`config.mk`:
```
export PLATFORM = sky130hd
export DESIGN_NAME = ulrr_core
export DESIGN_NICKNAME = d
export VERILOG_FILES = /design/src/hw/ulrr_pkg.sv /design/src/hw/ulrr_sync.sv /design/src/hw/ulrr_status_enc.sv /design/src/hw/ulrr_core.sv
export VERILOG_INCLUDE_DIRS = /design/src /design/src/hw
export SDC_FILE = /design/constraint.sdc
export NUM_CORES = 1
export LEC_CHECK = 0
export BUFFER_PORTS_ARGS = -buffer_cell sky130_fd_sc_hd__buf_2
export CAP_MARGIN = 20
export CORE_MARGIN = 1
export CORE_UTILIZATION = 44
export DETAILED_ROUTE_END_ITERATION = 6
export MAX_ROUTING_LAYER = met4
export PLACE_DENSITY = 0.67
export SYNTH_ARGS = -nofsm -noshare
export SYNTH_HDL_FRONTEND = slang
export SYNTH_SLANG_ARGS = --single-unit
```
`constraint.sdc`:
```
create_clock -name sys_clk -period 3 [get_ports sys_clk]
set_input_delay 0.3 -clock sys_clk [delete_from_list [all_inputs] [get_ports sys_clk]]
set_output_delay 0.3 -clock sys_clk [all_outputs]
set_load 0.01 [all_outputs]
```
`src/hw/ulrr_cfg.svh`:
```
`ifndef ULRR_CFG_SVH
`define ULRR_CFG_SVH

// Command byte layout
`define ULRR_CMD_READ_TYPE 2'h3
`define ULRR_CMD_TYPE_HI 7
`define ULRR_CMD_TYPE_LO 6
`define ULRR_CMD_ADDR_HI 5
`define ULRR_ADDR_ESCAPE 6'h2F
`define ULRR_IDLE_BYTE 8'h00

// Status byte field positions
`define ULRR_STS_LINE_LO 0
`define ULRR_STS_VBUS_LO 2
`define ULRR_STS_EVT_LO 4
`define ULRR_STS_ID_BIT 6
`define ULRR_STS_ALT_BIT 7

// Status field encodings
`define ULRR_VBUS_BELOW_END 2'h0
`define ULRR_VBUS_SESS_LOW 2'h1
`define ULRR_VBUS_SESS_VALID 2'h2
`define ULRR_VBUS_VALID 2'h3
`define ULRR_EVT_NONE 2'h0
`define ULRR_EVT_RX_ACTIVE 2'h1
`define ULRR_EVT_RX_ERROR 2'h3
`define ULRR_EVT_DISCONNECT 2'h2

// Reset values
`define ULRR_DATA_RST 8'h00

`endif

```
`src/hw/ulrr_pkg.sv`:
```
package ulrr_pkg;

  typedef enum logic [7:0]
  {
    ULRR_IDLE = 8'h01,
    ULRR_CMD_WAIT = 8'h02,
    ULRR_CMD_ACK = 8'h04,
    ULRR_EXT_ADDR = 8'h08,
    ULRR_TURN_IN = 8'h10,
    ULRR_DRIVE = 8'h20,
    ULRR_TURN_OUT = 8'h40,
    ULRR_STS_SEND = 8'h80
  } ulrr_state_t;

endpackage

```
`src/hw/ulrr_sync.sv`:
```
module ulrr_sync
(
  // Clock and reset
  input wire logic sys_clk,
  input wire logic rst_b,
  // Levels
  input wire logic [10:0] async_in,
  output logic [10:0] sync_out
);

  logic [10:0] meta_r;

  always_ff @(posedge sys_clk or negedge rst_b)
  begin
    if (!rst_b)
    begin
      meta_r <= 11'h000;
      sync_out <= 11'h000;
    end
    else
    begin
      meta_r <= async_in;
      sync_out <= meta_r;
    end
  end

endmodule

```
`src/hw/ulrr_status_enc.sv`:
```
`include "ulrr_cfg.svh"

module ulrr_status_enc
(
  // Clock and reset
  input wire logic sys_clk,
  input wire logic rst_b,
  // Synchronised status levels
  input wire logic line_dp,
  input wire logic line_dm,
  input wire logic sess_end,
  input wire logic sess_vld,
  input wire logic vbus_vld,
  input wire logic rx_active,
  input wire logic rx_error,
  input wire logic host_disc,
  input wire logic id_level,
  input wire logic alt_int,
  // Encoded byte, registered
  output logic [7:0] sts_byte
);

  function automatic logic [1:0] vbus_code(input logic s_end, input logic s_vld, input logic v_vld);
    if (v_vld)
      return `ULRR_VBUS_VALID;
    else if (s_vld)
      return `ULRR_VBUS_SESS_VALID;
    else if (s_end)
      return `ULRR_VBUS_BELOW_END;
    else
      return `ULRR_VBUS_SESS_LOW;
  endfunction

  function automatic logic [1:0] evt_code(input logic act, input logic err, input logic disc);
    if (disc)
      return `ULRR_EVT_DISCONNECT;
    else if (act && err)
      return `ULRR_EVT_RX_ERROR;
    else if (act)
      return `ULRR_EVT_RX_ACTIVE;
    else
      return `ULRR_EVT_NONE;
  endfunction

  logic [7:0] sts_nxt;

  always_comb
  begin
    sts_nxt = 8'h00;
    sts_nxt[`ULRR_STS_LINE_LO] = line_dp;
    sts_nxt[`ULRR_STS_LINE_LO + 1] = line_dm;
    sts_nxt[`ULRR_STS_VBUS_LO +: 2] = vbus_code(sess_end, sess_vld, vbus_vld);
    sts_nxt[`ULRR_STS_EVT_LO +: 2] = evt_code(rx_active, rx_error, host_disc);
    sts_nxt[`ULRR_STS_ID_BIT] = id_level;
    sts_nxt[`ULRR_STS_ALT_BIT] = alt_int;
  end

  always_ff @(posedge sys_clk or negedge rst_b)
  begin
    if (!rst_b)
      sts_byte <= `ULRR_DATA_RST;
    else
      sts_byte <= sts_nxt;
  end

endmodule

```
`src/hw/ulrr_core.sv`:
```
`include "ulrr_cfg.svh"

// Behaviour
// - Low six command bits give the register address; device decodes it.
// - Device raises NXT two edges after the read command first appears.
// - Next edge: latch command, raise DIR, drop NXT together.
// - After one turnaround cycle, drive addressed register value for one cycle.
// - Next edge link samples data; device lowers DIR returning the bus.
// - Address field 2Fh requests extended read; eight-bit address follows.
// - Extended: NXT two edges after command; link drives address next edge.
// - Extended: latch address, DIR up, NXT down; drive value after turnaround.
// - Extended: link samples value as DIR drops, then drives idle.
// - Status bytes only in synchronous mode while device owns bus.
// - Schedule status byte on line state, VBUS or ID comparator change.
// - At start-up, send status byte after DIR low with STP low.
// - Leaving asynchronous modes, send status after STP low with DIR low.
// - During receive, status byte every cycle with DIR high, NXT low.
// - Status during transmit waits until STP falls; carries current status.
// - Status bits one and zero carry full-speed line state.
// - Status bits three and two encode VBUS level.
// - Status bits five and four encode receive events.
// - Status bit six reflects ID pin level.
// - Status bit seven flags a car-kit interrupt latch event.
// - One undriven turnaround cycle at each DIR change; device ignores bus.
// - Line state bit zero follows DP, bit one follows DM.
module ulrr_core
(
  // Clock and reset
  input wire logic sys_clk,
  input wire logic rst_b,
  // Bus pins
  input wire logic [7:0] data_in,
  output logic [7:0] data_out,
  output logic data_oe,
  output logic dir,
  output logic nxt,
  input wire logic stp,
  // Mode and path inputs from device logic
  input wire logic sync_mode,
  input wire logic startup_done,
  input wire logic async_exit,
  input wire logic tx_busy,
  input wire logic rx_cmd_slot,
  // Register file read port
  output logic [7:0] reg_addr,
  output logic reg_rd,
  input wire logic [7:0] reg_rdata,
  // Analog status levels from pins
  input wire logic pin_dp,
  input wire logic pin_dm,
  input wire logic pin_sess_end,
  input wire logic pin_sess_vld,
  input wire logic pin_vbus_vld,
  input wire logic pin_id,
  // Receive and interrupt status from device logic
  input wire logic rx_active,
  input wire logic rx_error,
  input wire logic host_disc,
  input wire logic alt_int,
  // Observability
  output logic sts_pending,
  output logic ext_read
);

  ulrr_pkg::ulrr_state_t state_r;
  ulrr_pkg::ulrr_state_t state_nxt;
  logic [10:0] pins_sync;
  logic [7:0] sts_byte;
  logic [5:0] cmp_prev_r;
  logic cmp_change;
  logic pend_r;
  logic startup_done_r;
  logic async_exit_r;
  logic stp_r;
  logic tx_busy_r;
  logic want_sts;
  logic is_read_cmd;
  logic is_ext_cmd;
  logic ext_r;
  logic [7:0] addr_r;
  logic start_trig;
  logic exit_trig;
  logic tx_end_trig;

  function automatic logic read_cmd(input logic [7:0] b);
    return b[`ULRR_CMD_TYPE_HI:`ULRR_CMD_TYPE_LO] == `ULRR_CMD_READ_TYPE;
  endfunction

  // Device owns the bus from the first turnaround until it releases DIR
  function automatic logic bus_owned(input ulrr_pkg::ulrr_state_t s);
    return (s == ulrr_pkg::ULRR_TURN_IN) || (s == ulrr_pkg::ULRR_DRIVE) || (s == ulrr_pkg::ULRR_STS_SEND);
  endfunction

  // Data is driven only in the cycles after the turnaround
  function automatic logic bus_driven(input ulrr_pkg::ulrr_state_t s);
    return (s == ulrr_pkg::ULRR_DRIVE) || (s == ulrr_pkg::ULRR_STS_SEND);
  endfunction

  // NXT throttles the link while command and extended address are taken
  function automatic logic nxt_phase(input ulrr_pkg::ulrr_state_t s);
    return (s == ulrr_pkg::ULRR_CMD_ACK) || (s == ulrr_pkg::ULRR_EXT_ADDR);
  endfunction

  // Analog comparators and ID come from outside the clock domain
  ulrr_sync u_sync
  (
    .sys_clk(sys_clk),
    .rst_b(rst_b),
    .async_in({5'h00, pin_dp, pin_dm, pin_sess_end, pin_sess_vld, pin_vbus_vld, pin_id}),
    .sync_out(pins_sync)
  );

  ulrr_status_enc u_enc
  (
    .sys_clk(sys_clk),
    .rst_b(rst_b),
    .line_dp(pins_sync[5]),
    .line_dm(pins_sync[4]),
    .sess_end(pins_sync[3]),
    .sess_vld(pins_sync[2]),
    .vbus_vld(pins_sync[1]),
    .rx_active(rx_active),
    .rx_error(rx_error),
    .host_disc(host_disc),
    .id_level(pins_sync[0]),
    .alt_int(alt_int),
    .sts_byte(sts_byte)
  );

  assign is_read_cmd = read_cmd(data_in);
  assign is_ext_cmd = data_in[`ULRR_CMD_ADDR_HI:0] == `ULRR_ADDR_ESCAPE;

  // Synchronised levels lag the pins by two edges, the status byte by one more
  // comparator change detect
  assign cmp_change = pins_sync[5:0] != cmp_prev_r;
  // start-up trigger once DIR is low and STP low
  assign start_trig = startup_done && !startup_done_r && !stp && !dir;
  // leaving async modes, STP released with DIR low
  assign exit_trig = async_exit_r && !stp && stp_r && !dir;
  assign tx_end_trig = tx_busy_r && !tx_busy && !stp;
  // only in synchronous mode, never while transmitting
  assign want_sts = pend_r && sync_mode && !tx_busy && !stp;

  always_ff @(posedge sys_clk or negedge rst_b)
  begin
    if (!rst_b)
    begin
      cmp_prev_r <= 6'h00;
      startup_done_r <= 1'b0;
      stp_r <= 1'b0;
      tx_busy_r <= 1'b0;
    end
    else
    begin
      cmp_prev_r <= pins_sync[5:0];
      startup_done_r <= startup_done;
      stp_r <= stp;
      tx_busy_r <= tx_busy;
    end
  end

  // Exit request is held until STP is seen released; a fresh request wins
  always_ff @(posedge sys_clk or negedge rst_b)
  begin
    if (!rst_b)
      async_exit_r <= 1'b0;
    else if (async_exit)
      async_exit_r <= 1'b1;
    else if (exit_trig)
      async_exit_r <= 1'b0;
  end

  // one pending flag merges all triggers; new trigger beats the clear
  always_ff @(posedge sys_clk or negedge rst_b)
  begin
    if (!rst_b)
      pend_r <= 1'b0;
    else if (cmp_change || start_trig || exit_trig || tx_end_trig)
      pend_r <= 1'b1;
    else if (state_r == ulrr_pkg::ULRR_STS_SEND)
      pend_r <= 1'b0;
  end

  always_comb
  begin
    state_nxt = state_r;
    case (state_r)
      // A read command wins; pending status waits for the next idle cycle
      ulrr_pkg::ULRR_IDLE:
      begin
        if (sync_mode && !dir && !stp && is_read_cmd)
          state_nxt = ulrr_pkg::ULRR_CMD_WAIT;
        else if (want_sts)
          state_nxt = ulrr_pkg::ULRR_TURN_IN;
      end
      // NXT raised on second edge after command
      ulrr_pkg::ULRR_CMD_WAIT:
        state_nxt = ulrr_pkg::ULRR_CMD_ACK;
      ulrr_pkg::ULRR_CMD_ACK:
      begin
        if (ext_r)
          state_nxt = ulrr_pkg::ULRR_EXT_ADDR;
        else
          state_nxt = ulrr_pkg::ULRR_TURN_IN;
      end
      // extended address held one more cycle under NXT
      ulrr_pkg::ULRR_EXT_ADDR:
        state_nxt = ulrr_pkg::ULRR_TURN_IN;
      ulrr_pkg::ULRR_TURN_IN:
      begin
        if (reg_rd)
          state_nxt = ulrr_pkg::ULRR_DRIVE;
        else
          state_nxt = ulrr_pkg::ULRR_STS_SEND;
      end
      ulrr_pkg::ULRR_DRIVE:
        state_nxt = ulrr_pkg::ULRR_TURN_OUT;
      // status repeats while the receive path asks
      ulrr_pkg::ULRR_STS_SEND:
      begin
        if (rx_cmd_slot)
          state_nxt = ulrr_pkg::ULRR_STS_SEND;
        else
          state_nxt = ulrr_pkg::ULRR_TURN_OUT;
      end
      ulrr_pkg::ULRR_TURN_OUT:
        state_nxt = ulrr_pkg::ULRR_IDLE;
      default:
        state_nxt = ulrr_pkg::ULRR_IDLE;
    endcase
  end

  always_ff @(posedge sys_clk or negedge rst_b)
  begin
    if (!rst_b)
      state_r <= ulrr_pkg::ULRR_IDLE;
    else
      state_r <= state_nxt;
  end

  always_ff @(posedge sys_clk or negedge rst_b)
  begin
    if (!rst_b)
    begin
      ext_r <= 1'b0;
      addr_r <= 8'h00;
    end
    else if (state_r == ulrr_pkg::ULRR_IDLE && state_nxt == ulrr_pkg::ULRR_CMD_WAIT)
    begin
      ext_r <= is_ext_cmd;
      addr_r <= {2'h0, data_in[`ULRR_CMD_ADDR_HI:0]};
    end
    else if (state_r == ulrr_pkg::ULRR_EXT_ADDR)
      addr_r <= data_in;
  end

  // Read strobe covers turnaround, drive and release cycle; a status turnaround leaves it low
  always_ff @(posedge sys_clk or negedge rst_b)
  begin
    if (!rst_b)
      reg_rd <= 1'b0;
    else if (state_nxt == ulrr_pkg::ULRR_TURN_IN)
      reg_rd <= (state_r != ulrr_pkg::ULRR_IDLE);
    else if (state_r == ulrr_pkg::ULRR_TURN_OUT)
      reg_rd <= 1'b0;
  end

  // Address settles one cycle before the data is needed
  always_ff @(posedge sys_clk or negedge rst_b)
  begin
    if (!rst_b)
      reg_addr <= 8'h00;
    else if (state_nxt == ulrr_pkg::ULRR_TURN_IN && state_r == ulrr_pkg::ULRR_EXT_ADDR)
      reg_addr <= data_in;
    else if (state_nxt == ulrr_pkg::ULRR_TURN_IN)
      reg_addr <= addr_r;
  end

  // Pins: NXT, DIR and data come from flops decided one edge ahead
  // NXT high in the acknowledge cycles
  always_ff @(posedge sys_clk or negedge rst_b)
  begin
    if (!rst_b)
      nxt <= 1'b0;
    else
      nxt <= nxt_phase(state_nxt);
  end

  // DIR up with NXT down; DIR falls after one data cycle, or after the last status byte once rx_cmd_slot drops
  always_ff @(posedge sys_clk or negedge rst_b)
  begin
    if (!rst_b)
      dir <= 1'b0;
    else
      dir <= bus_owned(state_nxt);
  end

  always_ff @(posedge sys_clk or negedge rst_b)
  begin
    if (!rst_b)
      data_oe <= 1'b0;
    else
      data_oe <= bus_driven(state_nxt);
  end

  // register value; status current at send time
  // Register data is taken straight from the file while reg_addr is stable
  always_ff @(posedge sys_clk or negedge rst_b)
  begin
    if (!rst_b)
      data_out <= `ULRR_DATA_RST;
    else if (state_nxt == ulrr_pkg::ULRR_DRIVE)
      data_out <= reg_rdata;
    else if (state_nxt == ulrr_pkg::ULRR_STS_SEND)
      data_out <= sts_byte;
    else
      data_out <= `ULRR_IDLE_BYTE;
  end

  always_ff @(posedge sys_clk or negedge rst_b)
  begin
    if (!rst_b)
      sts_pending <= 1'b0;
    else
      sts_pending <= pend_r;
  end

  always_ff @(posedge sys_clk or negedge rst_b)
  begin
    if (!rst_b)
      ext_read <= 1'b0;
    else
      ext_read <= ext_r && (state_r != ulrr_pkg::ULRR_IDLE);
  end

endmodule

```
==> impl_metrics.tcl <==
set metrics [dict create \
    status "complete, no violations" \
    clk_latency_ps 340 \
    path_class "reg -> reg" \
    start_util 0.456 \
    core_sq_um 5510 \
    ys_types 40 \
    cp-start-kind "flip-flop" \
    fin_crit_sh 0.737 \
    seqPwrFrac 0.499 \
    yosysSeqAreaShare 0.668 \
    grt-ovfl-total 0 \
    hold_class "in -> reg" \
    cts_buffers 9 \
    clockBufferDepth 2 \
    fin_worst_skew_ps 7.83 \
    fin_util 0.555 \
    antenna_found_initial 0 \
    drtIter0Drc 61 \
    syn_area_per_cell_sq_um 14.4 \
    tns_ps 0 \
    worst_pin_slew_ps 781 \
    synth_seq_cells 67 \
    crit_family "compound AO/OA/AOI/OAI gates" \
    root_buffer "clkbuf_8" \
    crit_chain "nor4b_1 -> nand2_2 -> o31ai_4 -> mux2_2" \
    finalSetupViolCount 0 \
    ir_drop_v 0.000389 \
    cts_num_sinks 67 \
    drc 0 \
    synthesis.nets 209 \
    crit_buf_inv 0 \
    p_sw_frac 0.298 \
    pwr_density_cell_nw_per_um2 759 \
    final_nets 277 \
    die_h_um 77.6 \
    post-route-min-period_ps 2210 \
    endpoint_kind "flip-flop" \
    drtAntennaViolNets 0 \
    synthArstFlopShare 1.00 \
    syn_area_sq_um 2510 \
    dpl.hpwl_mm 3.16 \
    postCtsSetupBuffers 0 \
    max_stage_delay_ps 570 \
    clk_pin_slew_worst_paths_ps 70 \
    combinationalPowerShare 0.236 \
    ioPinCount 56 \
    vias_per_cell 5.00 \
    wire_per_inst_um 13.7 \
    die_area_sq_um 6020 \
    cp_max_fo 10 \
    drv_cap 0 \
    cp_slowest_cell "o31ai_4" \
    grt_pass1_vias 1597 \
    slew_headroom 0.477 \
    grt_pass1_wl_mm 7.39 \
    rsz0062_at_grt "no" \
    n_antenna_cell 0 \
    wl_mm 4.37 \
    crit_arrival_ps 2420 \
    internal_power_mw 1.63 \
    cts_hold_buf 1 \
    first_pass_iters 4 \
    io_buffers 55 \
    die_w_um 77.6 \
    grt_max_degree 26 \
    yosysWarnings 0 \
    place.gp.congestion 0.833 \
    report.final.hold_viol_count 0 \
    ctsResizeCount 0 \
    cts_htree_levels 3 \
    drive_gt1_frac 0.413 \
    vias 1596 \
    drv_slew 0 \
    cts_tree "done" \
    synthCells 175 \
    grt.total_usage 0.172 \
    fmax_mhz 453 \
    synth-edff-count 0 \
    switching_power_mw 0.692 \
    cp.required_ps 3220 \
    power.share.clock 0.265 \
    syn2layout_area_growth_pct 21.7 \
    std_cell_rows 27 \
    p_leak_nw 1.49 \
    yosys_most_used_dff "dfrtp_1" \
]
## final cells by class
type | count | area, sq um
sequential | 67 | 1680
clock inverter | 5 | 31.3
inverter | 5 | 18.8
tap | 72 | 90.1
fill | 474 | 2450
multi-input combinational | 102 | 811
clock buffer | 10 | 128
timing repair buffer | 58 | 300
## power by group through the flow
stage               sequential, mW  clock [mW]  combinational, mW
finish                        1.16       0.614              0.547
floorplan                     1.18           0              0.358
global placement              1.17           0              0.542
global route                  1.18       0.676              0.612
detailed placement            1.17           0              0.553
CTS                           1.16       0.634              0.558
## final timing paths
path	to	slack, ps	cells after the start	start
setup / recovery	reg_addr[0]	790	4	state_r[0]
hold / removal	u_sync.meta_r[3]	60	1	pin_sess_end
setup reg to reg	reg_addr[0]	790	4	state_r[0]
hold reg to reg	u_sync.sync_out[5]	350	0	u_sync.meta_r[5]
max in group asynchronous	u_sync.meta_r[2]	1800	3	rst_b
min in group asynchronous	data_oe	490	2	rst_b
## metrics by stage
step / hold WS (ps) / area [sq um] / total power, mW / setup WS, ps / instances
after global routing: 44.0 / 3060 / 2.47 / 655 / 319
final: 62.5 / 3060 / 2.32 / 790 / 319
after CTS: 49.8 / 3060 / 2.35 / 736 / 319
after floorplan: 4.41 / 2510 / 1.54 / 984 / 175
after detailed placement: 332 / 2890 / 1.73 / 758 / 303
after global placement: 325 / 2890 / 1.71 / 811 / 303
## routing by layer
layer  track usage  vias to the layer above  part of all wire
met1         0.207                      782              0.46
met4        0.0736                        0             0.017
li1              -                      767                 -
met5             -                        -                 0
met3        0.0659                       10             0.045
met2         0.259                       37              0.48
## worst register-to-register path: cells and delay by family (launching register included)
family | cells | cell delay, ps
AND/OR/NAND/NOR | 2 | 560
AO/OA/AOI/OAI | 1 | 570
flip-flops | 1 | 560
multiplexers | 1 | 400
## layout by cell type, fill, tap and decap left out, types with 3 or more instances in the layout
cell type,n
a22o_1,8
buf_2,55
clkbuf_8,9
clkinv_2,3
dfrtp_1,66
inv_1,5
mux2_2,19
mux2i_1,4
nand2_1,7
nand4b_1,3
nor2_1,10
nor2b_1,3
nor3b_1,3
o21ai_0,4
or2_2,3
xor2_1,6
## state kept, by name, indices dropped and copies added, names as in the netlist, 3 cells and up
signal           count
addr_r               8
data_out             8
reg_addr             8
state_r              8
u_enc.sts_byte       8
u_sync.meta_r        6
u_sync.sync_out      6
cmp_prev_r           3
## synth_stat cells, types with 3 or more instances
cell,n,share of area
nor2_1,10,0.015
mux2i_1,4,0.016
nor3b_1,3,0.0090
inv_1,5,0.0075
a22o_1,8,0.028
xor2_1,6,0.021
nand2_1,7,0.010
or2_2,3,0.0075
o21ai_0,4,0.0080
nor2b_1,3,0.0075
nand4b_1,3,0.010
mux2_2,19,0.085
dfrtp_1,66,0.66
## logic make-up (layout without fill, tap and decap cells)
kind of cell	Yosys count	in the layout	synth area share
DFF	67	67	0.668
and+or+nand+nor	46	46	0.115
AOI/OAI and AO/OA	25	25	0.0787
muxes	23	23	0.101
xor gates and xnor gates	8	8	0.0279
buffers and inverters	6	78	0.00946
No activity file was read; power rests on OpenSTA's default activity.
